File: src/ftfri_pkg.sv
// Constants, types and the CRC step shared by the format and Read ID logic.
// Assumes one clock domain; byte pacing comes from the drive-side serialiser.
package ftfri_pkg;
	localparam int ADDR_W = 8;

	localparam logic [ADDR_W-1:0] OFF_CTRL = 8'h00;
	localparam logic [ADDR_W-1:0] OFF_FMT  = 8'h04;
	localparam logic [ADDR_W-1:0] OFF_IDW  = 8'h08;
	localparam logic [ADDR_W-1:0] OFF_STAT = 8'h0C;
	localparam logic [ADDR_W-1:0] OFF_RES  = 8'h10;

	localparam int CB_FMT   = 0;
	localparam int CB_RDID  = 1;
	localparam int CB_SENSE = 2;
	localparam int CB_DD    = 3;
	localparam int CB_DEL   = 4;

	localparam int FP_N    = 0;
	localparam int FP_SPT  = 8;
	localparam int FP_GPL  = 16;
	localparam int FP_FILL = 24;

	localparam int SB_BUSY = 0;
	localparam int SB_IRQ  = 1;
	localparam int SB_IDE  = 2;
	localparam int SB_ST0  = 8;
	localparam int SB_ST1  = 16;
	localparam int ST0_TC  = 6;
	localparam int ST0_SE  = 5;
	localparam int ST1_MA  = 0;
	localparam int ST1_UND = 4;

	localparam logic [1:0] TC_NORMAL = 2'h0;
	localparam logic [1:0] TC_ABN    = 2'h1;

	localparam logic [7:0] GAP_DD     = 8'h4E;
	localparam logic [7:0] GAP_SD     = 8'hFF;
	localparam logic [7:0] SYNC_BYTE  = 8'h00;
	localparam logic [7:0] MK_IDX_PRE = 8'hC2;
	localparam logic [7:0] MK_PRE     = 8'hA1;
	localparam logic [7:0] MK_IAM     = 8'hFC;
	localparam logic [7:0] MK_IDAM    = 8'hFE;
	localparam logic [7:0] MK_DAM     = 8'hFB;
	localparam logic [7:0] MK_DDAM    = 8'hF8;
	localparam logic [7:0] N_MAX      = 8'h05;

	localparam logic [12:0] L_G4A_DD   = 13'h0050;
	localparam logic [12:0] L_G4A_SD   = 13'h0028;
	localparam logic [12:0] L_G1_DD    = 13'h0032;
	localparam logic [12:0] L_G1_SD    = 13'h001A;
	localparam logic [12:0] L_G2_DD    = 13'h0016;
	localparam logic [12:0] L_G2_SD    = 13'h000B;
	localparam logic [12:0] L_SYNC_DD  = 13'h000C;
	localparam logic [12:0] L_SYNC_SD  = 13'h0006;
	localparam logic [12:0] L_MARK_DD  = 13'h0004;
	localparam logic [12:0] L_MARK_SD  = 13'h0001;
	localparam logic [12:0] L_IDF      = 13'h0004;
	localparam logic [12:0] L_CRC      = 13'h0002;
	localparam logic [12:0] L_SEC_BASE = 13'h0080;
	localparam logic [12:0] L_G4B      = 13'h1FFF;
	localparam logic [12:0] L_MIN      = 13'h0001;

	localparam logic [1:0]  PRE_N   = 2'h3;
	localparam logic [2:0]  ID_LEN  = 3'h4;
	localparam logic [2:0]  ID_LAST = 3'h5;
	localparam logic [15:0] CRC_PRESET = 16'hFFFF;
	localparam logic [15:0] CRC_POLY   = 16'h1021;

	typedef enum logic [3:0] {
		F_GAP4A, F_SYNCI, F_IAM, F_GAP1, F_SYNCA, F_IDAM, F_IDF, F_CRC1,
		F_GAP2, F_SYNCD, F_DAM, F_DATA, F_CRC2, F_GAP3, F_GAP4B
	} ftfri_fld_t;

	function automatic logic [15:0] crc_step(logic [15:0] c, logic [7:0] b);
		logic [15:0] r;
		r = c;
		for (int i = 7; i >= 0; i--) begin
			if (r[15] ^ b[i]) begin
				r = {r[14:0], 1'b0} ^ CRC_POLY;
			end else begin
				r = {r[14:0], 1'b0};
			end
		end
		return r;
	endfunction

	localparam logic [15:0] CRC_PRE3 =
		crc_step(crc_step(crc_step(CRC_PRESET, MK_PRE), MK_PRE), MK_PRE);
endpackage

File: src/ftfri_crc.sv
// Running CRC register for the written address marks and fields.
// Assumes clr and en are never high together.
`timescale 1ns/1ns
module ftfri_crc (
	input  wire logic                pclk,
	input  wire logic                presetn,
	input  wire logic                clr,
	input  wire logic                en,
	input  wire logic [7:0]          din,
	output      logic [15:0]         crc_q
);
	import ftfri_pkg::*;

	typedef struct packed {
		logic [15:0] crc;
	} ftfri_crc_st_t;

	ftfri_crc_st_t s_q;
	ftfri_crc_st_t s_d;

	always_comb begin
		s_d = s_q;
		// [RULE20] preset then step
		if (clr) begin
			s_d.crc = CRC_PRESET;
		end else if (en) begin
			s_d.crc = crc_step(s_q.crc, din);
		end
	end

	always_ff @(posedge pclk or negedge presetn) begin
		if (!presetn) begin
			s_q <= '0;
		end else begin
			s_q <= s_d;
		end
	end

	assign crc_q = s_q.crc;

	// [RULE20] preset check
	a_crc_preset: assert property ( // [RULE20]
		@(posedge pclk) disable iff (!presetn)
		clr |=> crc_q == CRC_PRESET
	) else $error("CRC not preset after clear");
endmodule

File: src/ftfri_idscan.sv
// Read ID scanner: hunts the first ID field with a good CRC.
// Assumes the separator flags mark bytes (missing clock) on rd_mark.
`timescale 1ns/1ns
module ftfri_idscan (
	input  wire logic                pclk,
	input  wire logic                presetn,
	input  wire logic                start,
	input  wire logic                dd,
	input  wire logic                idx_rise,
	input  wire logic                rd_valid,
	input  wire logic [7:0]          rd_byte,
	input  wire logic                rd_mark,
	output      logic                done,
	output      logic                found,
	output      logic [31:0]         id
);
	import ftfri_pkg::*;

	typedef enum logic [1:0] {I_IDLE, I_HUNT, I_FLD} ftfri_scan_t;
	typedef struct packed {
		ftfri_scan_t st;
		logic [1:0]  nidx;
		logic [1:0]  pre;
		logic [2:0]  cnt;
		logic [15:0] crc;
		logic [31:0] id;
		logic        done;
		logic        found;
	} ftfri_scan_st_t;

	ftfri_scan_st_t q;
	ftfri_scan_st_t d;

	always_comb begin
		d = q;
		d.done = 1'b0;
		unique case (q.st)
			I_IDLE: begin
				if (start) begin
					d.st = I_HUNT;
					d.nidx = 2'h0;
					d.pre = 2'h0;
					d.found = 1'b0;
				end
			end
			I_HUNT: begin
				if (rd_valid) begin
					if (dd && rd_mark && rd_byte == MK_PRE) begin
						d.pre = (q.pre == PRE_N) ? q.pre : q.pre + 2'h1;
					end else if ((dd ? q.pre == PRE_N : rd_mark)
						&& rd_byte == MK_IDAM) begin
						d.st = I_FLD;
						d.cnt = 3'h0;
						d.crc = crc_step(dd ? CRC_PRE3 : CRC_PRESET, rd_byte);
					end else begin
						d.pre = 2'h0;
					end
				end
			end
			I_FLD: begin
				if (rd_valid) begin
					d.crc = crc_step(q.crc, rd_byte);
					d.cnt = q.cnt + 3'h1;
					if (q.cnt < ID_LEN) begin
						d.id = {q.id[23:0], rd_byte};
					end
					// [RULE15] first good field
					if (q.cnt == ID_LAST) begin
						d.pre = 2'h0;
						if (d.crc == 16'h0000) begin
							d.st = I_IDLE;
							d.done = 1'b1;
							d.found = 1'b1;
						end else begin
							d.st = I_HUNT;
						end
					end
				end
			end
			default: d.st = I_IDLE;
		endcase
		// [RULE16] second index gives up
		if (q.st != I_IDLE && idx_rise && !d.done) begin
			d.nidx = q.nidx + 2'h1;
			if (q.nidx == 2'h1) begin
				d.st = I_IDLE;
				d.done = 1'b1;
				d.found = 1'b0;
			end
		end
	end

	always_ff @(posedge pclk or negedge presetn) begin
		if (!presetn) begin
			q <= '0;
		end else begin
			q <= d;
		end
	end

	assign done = q.done;
	assign found = q.found;
	assign id = q.id;

	// [RULE16] fail on second index
	a_second_index: assert property ( // [RULE16]
		@(posedge pclk) disable iff (!presetn)
		(q.st == I_HUNT && q.nidx == 2'h1 && idx_rise)
		|=> (done && !found && q.st == I_IDLE)
	) else $error("Read ID did not stop at second index");
endmodule

File: src/ftfri_top.sv
// Format A Track and Read ID execution engine with an APB register slave.
// Assumes byte_tick paces write bytes and inputs are synchronous to pclk.
// Operation
// [RULE1] Format waits for an index pulse before writing the track.
// [RULE2] Double density: gaps 80, 50, 22 of 4E; 12 sync zeros per mark.
// [RULE3] Double density marks: 3xC2+FC, 3xA1+FE, 3xA1+FB or F8.
// [RULE4] Single density: gaps 40, 26, 11 of FF; 6 sync zeros; 1-byte marks.
// [RULE5] Size, sector count, gap length and fill come from command setup.
// [RULE6] Every data field byte is the fill byte.
// [RULE7] Host gives cylinder, head, sector, size per sector; written as ID.
// [RULE8] Host supplies the next four ID bytes before they are needed.
// [RULE9] Only sector number changes; any order of numbers is accepted.
// [RULE10] Sectors repeat until the next index pulse ends the command.
// [RULE11] Size codes 0..5 give 128 to 4096 byte sectors.
// [RULE12] Host should use the suggested gap values.
// [RULE13] Control commands move no data between host and disk.
// [RULE14] Interrupt on completion only for Read ID among these commands; the code also interrupts when Format ends or aborts.
// [RULE15] Read ID keeps the first good ID field read.
// [RULE16] No ID mark by second index: code 01, missing mark flag, end.
// [RULE17] Interrupting control commands return no result bytes.
// [RULE18] Host should follow with Sense Interrupt Status.
// [RULE19] Sense clears the interrupt and shows code and seek end flag.
// [RULE20] CRC-16 preset to ones follows every ID and data field.
//
// Decided for this implementation: the register offsets and the APB interface to the registers.
`timescale 1ns/1ns
module ftfri_top (
	input  wire logic                        pclk,
	input  wire logic                        presetn,
	input  wire logic                        psel,
	input  wire logic                        penable,
	input  wire logic                        pwrite,
	input  wire logic [ftfri_pkg::ADDR_W-1:0] paddr,
	input  wire logic [31:0]                 pwdata,
	output      logic [31:0]                 prdata,
	output      logic                        pready,
	output      logic                        pslverr,
	input  wire logic                        index_pulse_in,
	input  wire logic                        byte_tick,
	input  wire logic                        rd_valid,
	input  wire logic [7:0]                  rd_byte,
	input  wire logic                        rd_mark,
	output      logic                        wr_gate,
	output      logic [7:0]                  wr_byte,
	output      logic                        wr_mark,
	output      logic                        irq
);
	import ftfri_pkg::*;

	typedef enum logic [1:0] {S_IDLE, S_WIDX, S_FMT, S_RDID} ftfri_st_t;
	typedef struct packed {
		ftfri_st_t   st;
		ftfri_fld_t  fld;
		logic [12:0] cnt;
		logic [7:0]  secs;
		logic        dd;
		logic        del;
		logic [31:0] fmt;
		logic [31:0] idb;
		logic        id_full;
		logic [31:0] cur;
		logic        irq;
		logic [1:0]  tc;
		logic        mam;
		logic        und;
		logic [31:0] res;
		logic        idx_prev;
		logic        scan_go;
		logic        pready;
		logic        pslverr;
		logic [31:0] prdata;
		logic        wr_gate;
		logic        wr_mark;
		logic [7:0]  wr_byte;
	} ftfri_state_t;

	ftfri_state_t s_q;
	ftfri_state_t s_d;
	logic         idx_rise;
	logic         crc_clr;
	logic         crc_en;
	logic [7:0]   crc_din;
	logic [15:0]  crc_val;
	logic         scan_done;
	logic         scan_found;
	logic [31:0]  scan_id;

	function automatic logic [12:0] fld_len(ftfri_fld_t f, logic dd,
		logic [7:0] gap_length, logic [7:0] n);
		logic [2:0] sh;
		sh = (n > N_MAX) ? N_MAX[2:0] : n[2:0];
		unique case (f)
			F_GAP4A: fld_len = dd ? L_G4A_DD : L_G4A_SD;
			F_GAP1: fld_len = dd ? L_G1_DD : L_G1_SD;
			F_GAP2: fld_len = dd ? L_G2_DD : L_G2_SD;
			F_SYNCI, F_SYNCA, F_SYNCD: fld_len = dd ? L_SYNC_DD : L_SYNC_SD;
			F_IAM, F_IDAM, F_DAM: fld_len = dd ? L_MARK_DD : L_MARK_SD;
			F_IDF: fld_len = L_IDF;
			F_CRC1, F_CRC2: fld_len = L_CRC;
			// [RULE11] size code shift
			F_DATA: fld_len = L_SEC_BASE << sh;
			F_GAP3: fld_len = (gap_length == 8'h00) ? L_MIN : {5'h00, gap_length};
			F_GAP4B: fld_len = L_G4B;
			default: fld_len = L_MIN;
		endcase
	endfunction

	function automatic logic [8:0] fld_byte(ftfri_fld_t f, logic dd,
		logic del, logic pre, logic [7:0] idb, logic [7:0] fill,
		logic [15:0] crc, logic lo);
		logic mk;
		mk = ~dd | pre;
		unique case (f)
			F_GAP4A, F_GAP1, F_GAP2, F_GAP3, F_GAP4B:
				fld_byte = {1'b0, dd ? GAP_DD : GAP_SD};
			F_SYNCI, F_SYNCA, F_SYNCD: fld_byte = {1'b0, SYNC_BYTE};
			F_IAM: fld_byte = {mk, pre ? MK_IDX_PRE : MK_IAM};
			F_IDAM: fld_byte = {mk, pre ? MK_PRE : MK_IDAM};
			F_DAM: fld_byte = {mk, pre ? MK_PRE : (del ? MK_DDAM : MK_DAM)};
			F_IDF: fld_byte = {1'b0, idb};
			F_DATA: fld_byte = {1'b0, fill};
			F_CRC1, F_CRC2: fld_byte = {1'b0, lo ? crc[7:0] : crc[15:8]};
			default: fld_byte = {1'b0, SYNC_BYTE};
		endcase
	endfunction

	assign idx_rise = index_pulse_in & ~s_q.idx_prev;

	always_comb begin
		logic [8:0]  mb;
		logic [12:0] len;
		logic [31:0] rd;
		logic [7:0]  st0;
		logic [7:0]  st1;
		logic        hit;
		logic        take;
		logic        wr_hit;
		mb = 9'h000;
		len = fld_len(s_q.fld, s_q.dd, s_q.fmt[FP_GPL +: 8],
			s_q.fmt[FP_N +: 8]);
		rd = 32'h0000_0000;
		hit = 1'b1;
		take = 1'b0;
		s_d = s_q;
		s_d.scan_go = 1'b0;
		s_d.idx_prev = index_pulse_in;
		crc_clr = 1'b0;
		crc_en = 1'b0;
		crc_din = 8'h00;
		// One wait state: read data is registered on the edge that raises pready
		s_d.pready = psel & penable & ~s_q.pready;
		wr_hit = psel & penable & s_q.pready & pwrite;
		st0 = 8'h00;
		st0[ST0_TC +: 2] = s_q.tc;
		st0[ST0_SE] = 1'b0;
		st1 = 8'h00;
		st1[ST1_MA] = s_q.mam;
		st1[ST1_UND] = s_q.und;
		unique case (paddr)
			OFF_CTRL: begin
				rd[CB_DD] = s_q.dd;
				rd[CB_DEL] = s_q.del;
			end
			OFF_FMT: rd = s_q.fmt;
			OFF_IDW: rd = s_q.idb;
			// [RULE17] status instead of result bytes
			OFF_STAT: begin
				rd[SB_BUSY] = s_q.st != S_IDLE;
				rd[SB_IRQ] = s_q.irq;
				rd[SB_IDE] = ~s_q.id_full;
				rd[SB_ST0 +: 8] = st0;
				rd[SB_ST1 +: 8] = st1;
			end
			OFF_RES: rd = s_q.res;
			default: hit = 1'b0;
		endcase
		if (s_d.pready) begin
			s_d.prdata = rd;
			s_d.pslverr = ~hit;
		end
		if (wr_hit && paddr == OFF_CTRL && s_q.st == S_IDLE) begin
			s_d.dd = pwdata[CB_DD];
			s_d.del = pwdata[CB_DEL];
			if (pwdata[CB_FMT]) begin
				s_d.st = S_WIDX;
				s_d.fld = F_GAP4A;
				s_d.cnt = 13'h0000;
				s_d.secs = 8'h00;
				s_d.mam = 1'b0;
				s_d.und = 1'b0;
			end else if (pwdata[CB_RDID]) begin
				s_d.st = S_RDID;
				s_d.scan_go = 1'b1;
				s_d.mam = 1'b0;
				s_d.und = 1'b0;
			end
		end
		// [RULE19] sense clears interrupt
		if (wr_hit && paddr == OFF_CTRL && pwdata[CB_SENSE]) begin
			s_d.irq = 1'b0;
		end
		unique case (s_q.st)
			S_IDLE: s_d.st = s_d.st;
			// [RULE1] wait for index
			S_WIDX: begin
				if (idx_rise) begin
					s_d.st = S_FMT;
					s_d.wr_gate = 1'b1;
				end
			end
			S_FMT: begin
				if (byte_tick) begin
					// [RULE2] [RULE3] [RULE4] [RULE6] field bytes
					mb = fld_byte(s_q.fld, s_q.dd, s_q.del,
						s_q.dd && s_q.cnt < L_MARK_DD - L_MIN,
						s_q.cur[31:24], s_q.fmt[FP_FILL +: 8], crc_val,
						s_q.cnt[0]);
					s_d.wr_mark = mb[8];
					s_d.wr_byte = mb[7:0];
					// [RULE20] CRC over marks and fields
					crc_clr = s_q.fld inside {F_SYNCI, F_SYNCA, F_SYNCD};
					crc_en = s_q.fld inside {F_IAM, F_IDAM, F_DAM, F_IDF,
						F_DATA};
					crc_din = mb[7:0];
					// [RULE7] ID bytes in order
					if (s_q.fld == F_IDF) begin
						s_d.cur = {s_q.cur[23:0], 8'h00};
					end
					if (s_q.cnt == len - L_MIN) begin
						s_d.cnt = 13'h0000;
						if (s_q.fld == F_GAP3) begin
							// [RULE5] sector count from setup
							s_d.secs = s_q.secs + 8'h01;
							if (s_q.secs + 8'h01 == s_q.fmt[FP_SPT +: 8]) begin
								s_d.fld = F_GAP4B;
							end else begin
								s_d.fld = F_SYNCA;
								take = 1'b1;
							end
						end else if (s_q.fld != F_GAP4B) begin
							s_d.fld = ftfri_fld_t'(4'(s_q.fld + 4'h1));
							take = s_q.fld == F_GAP1;
						end
					end else begin
						s_d.cnt = s_q.cnt + L_MIN;
					end
					// [RULE8] missing ID bytes abort the track
					if (take && !s_q.id_full) begin
						s_d.st = S_IDLE;
						s_d.wr_gate = 1'b0;
						s_d.wr_mark = 1'b0;
						s_d.tc = TC_ABN;
						s_d.und = 1'b1;
						s_d.irq = 1'b1;
					end else if (take) begin
						s_d.cur = s_q.idb;
						s_d.id_full = 1'b0;
					end
				end
				// [RULE10] next index ends format
				if (idx_rise) begin
					s_d.st = S_IDLE;
					s_d.wr_gate = 1'b0;
					s_d.wr_mark = 1'b0;
					s_d.tc = TC_NORMAL;
					s_d.irq = 1'b1;
				end
			end
			S_RDID: begin
				// [RULE14] [RULE15] [RULE16] Read ID completion
				if (scan_done) begin
					s_d.st = S_IDLE;
					s_d.irq = 1'b1;
					s_d.tc = scan_found ? TC_NORMAL : TC_ABN;
					s_d.mam = ~scan_found;
					if (scan_found) begin
						s_d.res = scan_id;
					end
				end
			end
		endcase
		// [RULE5] parameters only while idle
		if (wr_hit && paddr == OFF_FMT && s_q.st == S_IDLE) begin
			s_d.fmt = pwdata;
		end
		// [RULE9] [RULE13] any ID accepted, none during Read ID
		if (wr_hit && paddr == OFF_IDW && s_q.st != S_RDID) begin
			s_d.idb = pwdata;
			s_d.id_full = 1'b1;
		end
	end

	always_ff @(posedge pclk or negedge presetn) begin
		if (!presetn) begin
			s_q <= '0;
		end else begin
			s_q <= s_d;
		end
	end

	ftfri_crc u_crc (
		.pclk    (pclk),
		.presetn (presetn),
		.clr     (crc_clr),
		.en      (crc_en),
		.din     (crc_din),
		.crc_q   (crc_val)
	);

	ftfri_idscan u_scan (
		.pclk     (pclk),
		.presetn  (presetn),
		.start    (s_q.scan_go),
		.dd       (s_q.dd),
		.idx_rise (idx_rise),
		.rd_valid (rd_valid),
		.rd_byte  (rd_byte),
		.rd_mark  (rd_mark),
		.done     (scan_done),
		.found    (scan_found),
		.id       (scan_id)
	);

	assign prdata = s_q.prdata;
	assign pready = s_q.pready;
	assign pslverr = s_q.pslverr;
	assign wr_gate = s_q.wr_gate;
	assign wr_byte = s_q.wr_byte;
	assign wr_mark = s_q.wr_mark;
	assign irq = s_q.irq;

	// [RULE1] gate opens on index
	a_gate_on_index: assert property ( // [RULE1]
		@(posedge pclk) disable iff (!presetn)
		$rose(wr_gate) |-> $past(idx_rise) && $past(s_q.st) == S_WIDX
	) else $error("Write gate opened without index");

	// [RULE2] double density gap
	a_dd_gap_byte: assert property ( // [RULE2]
		@(posedge pclk) disable iff (!presetn)
		(s_q.st == S_FMT && byte_tick && !idx_rise && s_q.dd
		 && s_q.fld == F_GAP1) |=> (wr_byte == GAP_DD && !wr_mark)
	) else $error("Double density gap byte wrong");

	// [RULE3] ID mark sequence
	a_dd_id_mark: assert property ( // [RULE3]
		@(posedge pclk) disable iff (!presetn)
		(s_q.st == S_FMT && byte_tick && !idx_rise && s_q.dd
		 && s_q.fld == F_IDAM) |=> (wr_byte == ($past(s_q.cnt) ==
		 L_MARK_DD - L_MIN ? MK_IDAM : MK_PRE))
	) else $error("Double density ID mark wrong");

	// [RULE4] single density mark
	a_sd_id_mark: assert property ( // [RULE4]
		@(posedge pclk) disable iff (!presetn)
		(s_q.st == S_FMT && byte_tick && !idx_rise && !s_q.dd
		 && s_q.fld == F_IDAM) |=> (wr_byte == MK_IDAM && wr_mark
		 && s_q.fld == F_IDF)
	) else $error("Single density ID mark wrong");

	// [RULE6] fill byte
	a_fill_byte: assert property ( // [RULE6]
		@(posedge pclk) disable iff (!presetn)
		(s_q.st == S_FMT && byte_tick && !idx_rise && s_q.fld == F_DATA)
		|=> wr_byte == s_q.fmt[FP_FILL +: 8]
	) else $error("Data field byte is not the fill byte");

	// [RULE10] index ends format
	a_index_ends: assert property ( // [RULE10]
		@(posedge pclk) disable iff (!presetn)
		(s_q.st == S_FMT && idx_rise)
		|=> (!wr_gate && irq && s_q.st == S_IDLE && s_q.tc == TC_NORMAL)
	) else $error("Format did not end on index");

	// [RULE13] no writing in Read ID
	a_rdid_quiet: assert property ( // [RULE13]
		@(posedge pclk) disable iff (!presetn)
		s_q.st == S_RDID |-> !wr_gate && !wr_mark ##1 $stable(s_q.idb)
	) else $error("Disk written during Read ID");

	// [RULE16] missing mark report
	a_rdid_missing: assert property ( // [RULE16]
		@(posedge pclk) disable iff (!presetn)
		(s_q.st == S_RDID && scan_done && !scan_found)
		|=> (s_q.tc == TC_ABN && s_q.mam && irq)
	) else $error("Missing mark not reported");

	// [RULE19] sense clears interrupt
	a_sense_clear: assert property ( // [RULE19]
		@(posedge pclk) disable iff (!presetn)
		(psel && penable && pready && pwrite && paddr == OFF_CTRL
		 && pwdata[CB_SENSE] && s_q.st == S_IDLE) |=> !irq
	) else $error("Sense did not clear interrupt");
endmodule

File: config.mk
export PLATFORM = sky130hd
export DESIGN_NAME = ftfri_top
export DESIGN_NICKNAME = d
export VERILOG_FILES = /design/src/ftfri_pkg.sv /design/src/ftfri_crc.sv /design/src/ftfri_idscan.sv /design/src/ftfri_top.sv
export SDC_FILE = /design/constraint.sdc
export NUM_CORES = 1
export LEC_CHECK = 0
export ABC_AREA = 1
export BUFFER_PORTS_ARGS = -buffer_cell sky130_fd_sc_hd__buf_2
export CORE_MARGIN = 1
export CORE_UTILIZATION = 50
export DETAILED_ROUTE_END_ITERATION = 8
export PLACE_DENSITY = 0.7
export SYNTH_ARGS = -nofsm -noshare
export SYNTH_HDL_FRONTEND = slang
export SYNTH_SLANG_ARGS = --single-unit
File: constraint.sdc
create_clock -name pclk -period 2.95 [get_ports pclk]
set_input_delay 0.1475 -clock pclk [delete_from_list [all_inputs] [get_ports pclk]]
set_output_delay 0.1475 -clock pclk [all_outputs]
set_load 0.02 [all_outputs]
Word level (Yosys, flattened, before mapping)
Index checks and enable logic that the tools add are counted.

Output and inout port bits: 45. Word-level logic and storage cells: 393. Flip-flop bits (word level): 284. Input port bits: 57.

Reduce and logical (&&, ||, !) cells: 52. Shift operators: 1. $lt $le $gt $ge: 3. Add/subtract/negate cells: 7. Mux-type cells: 193. Bitwise gates (word level): 60. Eq/ne operators: 45.

Operator list (count): $mux W16 (60); $mux W13 (25); $pmux W13 S10 (1); $mux W33 (3); $not A3 Y3 (24); $mux W32 (2); $pmux W16 S4 (1); $pmux W9 S7 (1); $mux W8 (7); $mux W55 (1); $mux W2 (27); $mux W25 (2); $mux W19 (2); $pmux W19 S2 (1); $mux W36 (1); $mux W29 (1); $eq A4 B4 Y1 const B (7); $mux W4 (7); $mux W27 (1); $mux W1 (26); $pmux W8 S3 (1); $reduce_bool A2 Y1 (12); $xor A1 B1 Y1 (23); $mux W21 (1); other kinds (59) (124).

Longest topological paths before layout
Gate-level depths: netlist (run 1).

Depth in word-level cells: 49. Gate-level depth with buffers: 25. Depth with buffers taken out: 25.

Cells and area by module
From an unflattened synthesis (run 1), not the netlist that was laid out.

Cells, all modules: 2165. Area total of the unflattened synthesis: 16248.1 um^2.

By module, submodules not included: ftfri_top (times used 1, cells each 1555, area an instance 11599.9 um^2, sequential area each 5205.0 um^2); ftfri_idscan (times used 1, cells each 475, area an instance 3641.0 um^2, sequential area each 1476.4 um^2); ftfri_crc (times used 1, cells each 135, area an instance 1007.2 um^2, sequential area each 400.4 um^2).

Worst setup path before layout (run 1)
No wires, ideal clock.

Path type: register to register. Start point: register s_q[203] (netlist name). End point: register s_q[106] (netlist name). Path buffers: 1. Path slack: -0.152 ns. Period minus slack after synthesis: 3.102 ns. Data required time: 2.832 ns. Setup time: 0.118 ns. Cell stages (with the launch flop): 22. Arrival time: 2.984 ns. Cell sequence: dfrtp_1 > inv_1 > ha_1 > nand3_2 > nand3_2 > nand2_1 > nand2_1 > nor2_4 > nand2_2 > inv_2 > ha_1 > nand3_2 > nor2_4 > nand2_1 > nor3_1 > xnor2_1 > nand4_1 > nor2_4 > buf_2 > nand3b_1 > nand3_1 > nand2_1.

Cells in the longest elaborated chain, start to end: 10. Elaborated cells on any way between the ends: 31. Those cells by class: 1 x add/sub; 16 x eq/ne; 9 x mux; 5 x reduce/logical.

Ends and longest elaborated chain: start: declaration (RTL line ftfri_top.sv:77) `ftfri_state_t s_q;`; start signal: assignment (RTL line ftfri_top.sv:295) `s_q <= '0;`; start signal: assignment (RTL line ftfri_top.sv:297) `s_q <= s_d;`; $eq A4 B2 Y1, or another cell as far along (RTL line ftfri_top.sv:92) `unique case (f)`; $reduce_or A3 Y1 or $reduce_or A2 Y1 (tied branches) (RTL line ftfri_top.sv:92); $pmux W13 S10 (RTL line ftfri_top.sv:92); $sub A13 B1 Y13 (RTL line ftfri_top.sv:229) `if (s_q.cnt == len - L_MIN) begin`; $eq A13 B13 Y1 (RTL line ftfri_top.sv:229); $mux W1 (RTL line ftfri_top.sv:229); $mux W1 (RTL line ftfri_top.sv:212) `if (byte_tick) begin`; $mux W1 (RTL line ftfri_top.sv:202) `unique case (s_q.st)`; $mux W33 or $logic_and A1 B1 Y1 (tied branches) (RTL line ftfri_top.sv:255, ftfri_top.sv:248); $mux W33 * (RTL line ftfri_top.sv:248) `if (take && !s_q.id_full) begin`.

Mark *: on every way between the ends. The rest lies on a longest branch, timed or not. The select of a mux whose other input is x is not followed. A chain may end at the register's enable or synchronous reset.

==> metrics.txt, run 1 <==
# setup viols final 63; core area 30600 um^2; element type at the critical path start flip-flop; filler cell count 2649; crit path kind reg -> reg; Seq cells post-synth 283; Fmax 313 MHz; library cells used by synthesis 49; worst path cell trace inv_4 > ha_4 > nand3_4 > nand2_4 > nor2_4 > nand3_2 > nand2_2 > inv_2 > ha_4 > nand3_4 > nor2_4 > nand2_2 > xor2_1 > nor2_1 > nand3b_1 > nor2_4 > nand2_4 > nor2_4 > nand3_4 > nand2_1 > nand2_1; RSZ-0062 raised after global routing yes; Die Wd 178 um; most area-consuming cells after synthesis dfrtp_1 46%, nand2_1 14%, o21ai_0 7.0%, inv_1 5.6%, nand3_1 3.5%; most numerous cell in the Yosys netlist nand2_1; largest net degree at the start of global routing 87; PD cells 468 nW/um^2; vias in the first global route 13900; ANT nets after route 0; top cell type's share of synthesized area 0.455; run status finished with violations; GPL Wtd Cong 0.906; root buffer cell clkbuf_16; Syn Inst Count 2021; Arr. time, crit path 3660 ps; Cell Rows 64; CP max stage cell dfrtp_2; Final Cycle Share 1.08; post-synthesis sequential area ratio 0.455; ANT cells 0; most used cell along the critical path nor2_4; largest area contributor in the netlist dfrtp_1; Leak 0.00973 uW; via density per instance 5.46; Worst Clk Skew 15.4 ps; CP startpoint s_q[203]; Mean Syn Cell Area 7.69 um^2; # IOs 102; 1st-iter DRT viols 1309; top cells by count, synth 560 x nand2_1, 283 x dfrtp_1, 233 x inv_1; CTS max path bufs 3; FFs w/ async S/R, synth 1.00; Tightest Pin Transition 897 ps; antenna violations before repair 0; CTS tree done; yosys warns 0; synthesized cell area 15500 um^2; Slew Limit Fails 0; Crit. End Element flip-flop; die span in y 178 um; Synth Flop Type dfrtp_1; Worst-path clk slew 60 ps; syn_nets 2093; routed len/inst 17.5 um; worst vdd ir 467 uV; detailed-route DRC error count 0; final hold vios 0; Max FO, Critical Path 8; drt total wl 46400 um; total CTS buffers 31; final worst slack -244 ps; IO Port Bufs 101; Max Cap Viol 0; htree depth 1; Post-synth EDFFs 0; HP Class in -> reg; min-delay src paddr[2]; max incr delay on CP 470 ps; full die area 31800 um^2; max_slew headroom 0.402; global-route usage over all layers 0.294; worst slack, placed -274 ps; fin nets 2299; gr ovfl total 0; Via Count 14500; minimum clock period 3190 ps; setup tns final -11180 ps; CP required 3410 ps; starting density of the core 0.508; Area Growth Syn to Fin 24.8%; drt first pass iters 5; r2r startpoint s_q[203]; CTS sink count 283; layout cells sized above 1 0.210; worst skew pair latency 570 ps; first-pass GRT wire length 73400 um; post-DP HPWL 32400 um; failing checks negative setup slack
==> power by group <==
part	total [uW]	internal (uW)	switching, uW	leakage [uW]
logic	911	354	557	0.00534
clock network	4120	2480	1640	0.000535
registers	4050	3970	76.5	0.00386
==> flip-flops by register name (all words and copies together), names as in the netlist <==
name,count
wr_byte,8
pslverr,1
u_scan.done,1
prdata,32
u_scan.id,32
u_crc.crc_q,16
u_scan.found,1
irq,1
wr_mark,1
u_scan.q,25
wr_gate,1
s_q,163
pready,1
==> stage by stage <==
step	utilization	hold slack (ps)	power, uW	std cells	area (um^2)
floorplan	-	-148	4600	2021	15700
global placement	0.557	210	4890	2522	17000
detailed placement	0.557	219	4910	2522	17000
CTS	0.617	42.6	9060	2634	18900
global route	0.635	85.2	9370	2646	19400
finish	0.635	57.3	9080	2646	19400
==> layer usage <==
metal	share of wire	track usage	vias to the layer above
li1	-	-	6948
met1	0.43	0.389	6955
met2	0.48	0.501	460
met3	0.054	0.0345	92
met4	0.035	0.0922	0
met5	0	0	-
==> final timing paths <==
path / to / slack, ps / depth (start not counted)
setup / recovery: s_q[189] / -240 / 21
hold / removal: pslverr / 60 / 5
setup reg to reg: s_q[189] / -240 / 21
hold reg to reg: u_scan.q[55] / 470 / 1
max in group asynchronous: prdata[17] / 1930 / 3
min in group asynchronous: s_q[75] / 190 / 2
==> kinds of logic after synthesis <==
group,after synthesis,share of synthesized area
AO/OA/AOI/OAI,359,0.134
XOR/XNOR,55,0.0310
adder cells (fa/ha/maj),15,0.0121
buffers and inverters,369,0.102
flip-flops,283,0.455
multiplexers,6,0.00394
AND/OR/NAND/NOR,934,0.262
==> cells in the final DEF (no fill, tap or decap), types with 5 or more instances in the layout <==
cell type and instances:
a21oi_1 38, a221oi_1 30, a31oi_1 10, buf_12 7
buf_2 100, buf_4 127, buf_6 10, buf_8 5
bufinv_16 5, clkbuf_1 5, clkbuf_16 33, clkbuf_8 5
clkinv_2 7, dfrtp_1 281, dlygate4sd3_1 48, ha_1 10
ha_4 5, inv_1 229, inv_2 12, mux2i_1 5
nand2_1 508, nand2_2 47, nand2_4 12, nand3_1 76
nand3_2 37, nand3_4 6, nand3b_1 40, nand4_1 26
nor2_1 127, nor2_2 12, nor2_4 10, nor3_1 16
nor4_1 5, o211ai_1 6, o21ai_0 217, o22ai_1 14
or2_2 5, xnor2_1 19, xor2_1 33
==> what timing repair did <==
item | 4_1_cts | 5_1_grt
gates cloned | 3 | 2
buffers inserted | 6 | 11
endpoints found under the hold margin | 161 | 0
hold buffers | 48 | 0
gates resized for setup | 51 | 103
setup endpoints to repair | 64 | 68
pin swaps | 20 | 34
==> critical path: cells and delay by family, from the launching register on <==
kind / cells / cell delay [ps]
AND/OR/NAND/NOR: 16 / 1890
flip-flops: 1 / 470
adder cells (fa/ha/maj): 2 / 360
XOR/XNOR: 1 / 190
buffers and inverters: 2 / 180
==> layout make-up <==
| cell class | instances | area, um^2 | share of cell area |
|---|---|---|---|
| flip-flops and latches | 283 | 7080 | 0.365 |
| multi-input cells | 1369 | 7530 | 0.388 |
| repair buffers | 299 | 2310 | 0.119 |
| well taps | 396 | 495 | 0.0255 |
| clock buffers | 41 | 863 | 0.0445 |
| clock inverters | 15 | 211 | 0.0109 |
| inverters | 243 | 915 | 0.0471 |
Power figures use the tool's default switching activity.
==> run 2, diff against run 1 <==
--- a/config.mk
+++ b/config.mk
@@ -11,6 +11,7 @@
 export CORE_UTILIZATION = 50
 export DETAILED_ROUTE_END_ITERATION = 8
 export PLACE_DENSITY = 0.7
+export SETUP_SLACK_MARGIN = 0.5
 export SYNTH_ARGS = -nofsm -noshare
 export SYNTH_HDL_FRONTEND = slang
 export SYNTH_SLANG_ARGS = --single-unit
==> run 2 against run 1 <==
Largest cell class unchanged. Utilization shrank 0.62 points. Clock skew grew 5.3 ps. The flow still finishes with violations (negative setup slack). Via count grew 0.37%. Final cell count grew 0.11%.
==> metrics.txt, run 2 (synthesized netlist as in run 1, its figures left out) <==
worst reg-to-reg path cell count 21; routed len/inst 17.7 um; Worst Clk Skew 20.7 ps; r2r startpoint s_q[203]; full die area 31800 um^2; final hold vios 0; Crit. End Element flip-flop; crit path kind reg -> reg; worst skew pair latency 570 ps; Largest Register s_q; # IOs 102; IO Port Bufs 101; Tightest Pin Transition 880 ps; GPL Wtd Cong 0.901; minimum clock period 3150 ps; fin nets 2301; Arr. time, crit path 3640 ps; root buffer cell clkbuf_16; Max Cap Viol 0; CTS sink count 283; element type at the critical path start flip-flop; worst hold slack 22.9 ps; largest net degree at the start of global routing 96; Via Count 14500; filler cell count 2639; Die Wd 178 um; post-DP HPWL 32900 um; drt first pass iters 7; Max FO, Critical Path 9; worst hold endpoint u_scan.id[7]; die span in y 178 um; max FFs per register 163; HP Class in -> reg; antenna violations before repair 0; run status finished with violations; Area Growth Syn to Fin 23.6%; starting density of the core 0.508; CP required 3450 ps; Fmax 318 MHz; total CTS buffers 31; failing checks negative setup slack; htree depth 1; Final Cycle Share 1.07; layout cells sized above 1 0.194; Leak 0.00976 uW; # setup viols final 63; worst vdd ir 493 uV; CTS max path bufs 3; ANT nets after route 0; detailed-route DRC error count 0; R2R setup slack -200 ps; vias in the first global route 14200; Cell Rows 64; drt total wl 46900 um; 1st-iter DRT viols 1400; gr ovfl total 0; ANT cells 0; min-delay src rd_byte[7]; WHS Path Cells 3; Finished Cell Area 19200 um^2; PD cells 467 nW/um^2; most frequent cells in the layout 540 x nand2_1, 280 x dfrtp_1, 228 x inv_1; global-route usage over all layers 0.301; Worst R2R End s_q[107]; first-pass GRT wire length 74800 um; final worst slack -199 ps; core area 30600 um^2; RSZ-0062 raised after global routing yes; max_slew headroom 0.414; most common cell after layout, fill and taps aside nand2_1; CTS tree done; Worst-path clk slew 60 ps; via density per instance 5.48; Slew Limit Fails 0; cell area after placement 17100 um^2
-- run 2: cell count changes in the layout (fill, tap and decap cells not counted), moves of 7 or more --
cell / previous run / this run
buf_4: 127 / 140
nand3_1: 76 / 99
nand2_4: 12 / 4
nand2_2: 47 / 23
xnor2_1: 19 / 12
nand2_1: 508 / 540
nand3_2: 37 / 13
-- run 2: critical path: stages, from the launching register on --
cell and delay (ps):
dfrtp_2 450, buf_4 160, ha_4 170, nand3_1 110, nand2_2 70, nor2_2 110
nand3_2 80, inv_2 90, ha_4 150, nand3_4 80, nor2_4 190, nand2_2 90
nor3_2 190, xnor2_2 160, nand4_1 160, nor2_4 170, buf_6 140, nand2_8 70
clkbuf_16 210, nand2_1 60, nand3_1 60, nand2_1 80
-- run 2: repair_timing --
action | 4_1_cts | 5_1_grt
setup endpoints to repair | 83 | 86
resized for setup | 40 | 27
pin swaps | 12 | 14
endpoints found under the hold margin | 165 | 0
hold buffers | 45 | 0
cloned | 3 | 2
setup buffers | 16 | 8
-- run 2: final cells by class --
class	instances	area, um^2	share of cell area
multi-input combinational	1369	7360	0.383
sequential	283	7090	0.369
timing repair buffer	301	2300	0.120
inverter	243	915	0.0476
clock buffer	43	911	0.0474
tap	396	495	0.0258
clock inverter	14	155	0.00807
-- run 2: stage by stage --
stage | std cells | utilization | power, uW | setup slack [ps] | setup TNS (ps)
finish | 2649 | 0.628 | 8970 | -199 | -8170
global route | 2649 | 0.628 | 9330 | -439 | -22910
CTS | 2639 | 0.620 | 9010 | -155 | -5860
detailed placement | 2518 | 0.559 | 4910 | -200 | -7690
global placement | 2518 | 0.559 | 4900 | -121 | -3880
floorplan | 2021 | - | 4600 | 51.9 | 0
-- run 2: where the power goes --
| part | switching, uW | internal, uW | total (uW) |
|---|---|---|---|
| Combinational | 559 | 345 | 904 |
| Clock | 1620 | 2410 | 4020 |
| Sequential | 77.6 | 3970 | 4050 |
| Total | 2250 | 6720 | 8970 |
-- run 2: per-layer routing --
metal  wire, um  global-route usage
met1      19900               0.397
met2      22300               0.503
met3       2600              0.0356
met4       2170               0.125
met5          0                   0
-- run 2: worst max-delay path by stage --
stage,start,endpoint,slack [ps]
global placement,s_q[203],s_q[83],-120
global route,s_q[203],s_q[88],-440
CTS,s_q[203],s_q[104],-160
floorplan,s_q[203],s_q[106],50
detailed placement,s_q[203],s_q[92],-200
finish,s_q[203],s_q[107],-200
==> run 3, diff against run 2 <==
--- a/config.mk
+++ b/config.mk
@@ -5,12 +5,11 @@
 export SDC_FILE = /design/constraint.sdc
 export NUM_CORES = 1
 export LEC_CHECK = 0
-export ABC_AREA = 1
 export BUFFER_PORTS_ARGS = -buffer_cell sky130_fd_sc_hd__buf_2
 export CORE_MARGIN = 1
 export CORE_UTILIZATION = 50
 export DETAILED_ROUTE_END_ITERATION = 8
-export PLACE_DENSITY = 0.7
+export PLACE_DENSITY = 0.71
 export SETUP_SLACK_MARGIN = 0.5
 export SYNTH_ARGS = -nofsm -noshare
 export SYNTH_HDL_FRONTEND = slang
==> run 3 against run 2 <==
The flow still finishes with violations (negative setup slack). Sequential power is 2% lower. Non-clock buffer count is 52 higher. Final cell count is 21% lower. Maximum frequency is 9.8% lower. Critical endpoint is now s_q[91]. Largest cell class unchanged. Largest power group unchanged.
==> metrics.txt, run 3 <==
Die Wd 175 um; layout cells sized above 1 0.364; final worst slack -540 ps; Final Cycle Share 1.18; final hold vios 0; worst skew pair latency 600 ps; routed len/inst 20.8 um; Max FO, Critical Path 31; CP required 3430 ps; GPL Wtd Cong 0.905; detailed-route DRC error count 0; library cells used by synthesis 93; CTS tree done; crit path kind reg -> reg; IO Port Bufs 101; setup tns final -28170 ps; Tightest Pin Transition 1060 ps; most frequent cells in the layout 280 x dfrtp_1, 169 x buf_4, 151 x nand2_1; CTS max path bufs 3; global-route usage over all layers 0.285; synthesized cell area 15000 um^2; RSZ-0062 raised after global routing yes; full die area 30600 um^2; Crit. End Element flip-flop; FFs w/ async S/R, synth 1.00; Seq cells post-synth 283; Largest Register s_q; drt total wl 43400 um; largest net degree at the start of global routing 91; Worst Clk Skew 37.8 ps; 1st-iter DRT viols 1037; core area 29100 um^2; most common cell after layout, fill and taps aside dfrtp_1; top cells by count, synth 283 x dfrtp_1, 158 x nand2_1, 122 x mux2_2; total CTS buffers 30; Area Growth Syn to Fin 28.2%; largest area contributor in the netlist dfrtp_1; HP Class in -> reg; Post-synth EDFFs 0; Arr. time, crit path 3970 ps; htree depth 1; drt first pass iters 8; most numerous cell in the Yosys netlist dfrtp_1; Max Cap Viol 0; root buffer cell clkbuf_16; fin nets 1748; Leak 0.00911 uW; CTS sink count 283; element type at the critical path start flip-flop; worst slack, placed -608 ps; most area-consuming cells after synthesis dfrtp_1 47%, mux2_2 9.2%, nand2_1 4.0%, xnor2_1 3.0%, o21ai_0 3.0%; yosys warns 0; Cell Rows 62; vias in the first global route 12400; post-DP HPWL 29800 um; minimum clock period 3490 ps; ANT nets after route 0; Mean Syn Cell Area 10.5 um^2; Final Power 8560 uW; Fmax 287 MHz; worst vdd ir 458 uV; run status finished with violations; top cell type's share of synthesized area 0.473; Synth Flop Type dfrtp_1; Syn Inst Count 1421; failing checks negative setup slack; first-pass GRT wire length 68700 um; die span in y 175 um; # setup viols final 67; PD cells 446 nW/um^2; Worst-path clk slew 60 ps; starting density of the core 0.515; syn_nets 1493; via density per instance 5.95; max FFs per register 163; R2R setup slack -540 ps; Via Count 12400; utilization after layout 0.660; antenna violations before repair 0; Slew Limit Fails 0; worst hold slack 54.9 ps; post-synthesis sequential area ratio 0.473; max_slew headroom 0.287; # IOs 102; ANT cells 0; gr ovfl total 0; filler cell count 2192
## run 3: worst paths after layout
path | end | cells after the start | startpoint
max reg2reg | s_q[91] | 15 | s_q[204]
max in group asynchronous | s_q[205] | 3 | presetn
min | u_scan.q[54] | 5 | rd_mark
max | s_q[91] | 15 | s_q[204]
min reg2reg | wr_byte[2] | 2 | wr_byte[2]
min in group asynchronous | u_crc.crc_q[1] | 2 | presetn
## run 3: cell families after synthesis
group | after synthesis | share of synthesized area
simple gates | 393 | 0.133
compound gates | 321 | 0.159
flops | 283 | 0.473
mux | 151 | 0.111
xor+xnor | 86 | 0.0523
fa+ha+maj | 15 | 0.0125
buf+inv | 172 | 0.0587
## run 3: timing repair
item                                   CTS  global route
pin swaps                               42            30
endpoints found under the hold margin  355             0
hold buffers                            44             0
buffers inserted                        32            11
setup endpoints to repair               91           120
resized for setup                       85            49
gates cloned                             0             1
## run 3: cell type report
class / count / area (um^2) / share of cell area
tap: 384 / 480 / 0.0250
sequential: 283 / 7090 / 0.369
multi-input combinational: 967 / 7700 / 0.401
inverter: 41 / 156 / 0.00814
timing repair buffer: 353 / 2740 / 0.143
clock inverter: 15 / 208 / 0.0108
clock buffer: 39 / 835 / 0.0435
## run 3: per-layer routing
| metal | part of all wire | GRT usage | up-vias |
|---|---|---|---|
| li1 | - | - | 5623 |
| met1 | 0.41 | 0.369 | 6214 |
| met2 | 0.49 | 0.473 | 452 |
| met3 | 0.060 | 0.0474 | 105 |
| met4 | 0.040 | 0.115 | 0 |
| met5 | 0 | 0 | - |
## run 3: stage by stage
step                cells  cell area, um^2
finish               2082            19200
floorplan            1421            15200
global placement     1940            16800
global route         2082            19200
detailed placement   1940            16800
CTS                  2070            18900
## run 3: report_power, final
part	internal, uW	switching (uW)	total (uW)
Clock	2340	1620	3960
Combinational	269	352	621
Sequential	3920	49.7	3970
## run 3: critical path, stage by stage (launching register included)
cell and delay [ps]:
dfrtp_2 420, inv_4 60, ha_4 200, nand2_4 80, nor2_4 50, a2111oi_4 410, ha_2 290, buf_4 120
nand3_1 50, or4_4 420, a21oi_2 160, o2111a_2 250, and3_4 250, nand4_4 120, buf_12 210, o221a_2 280
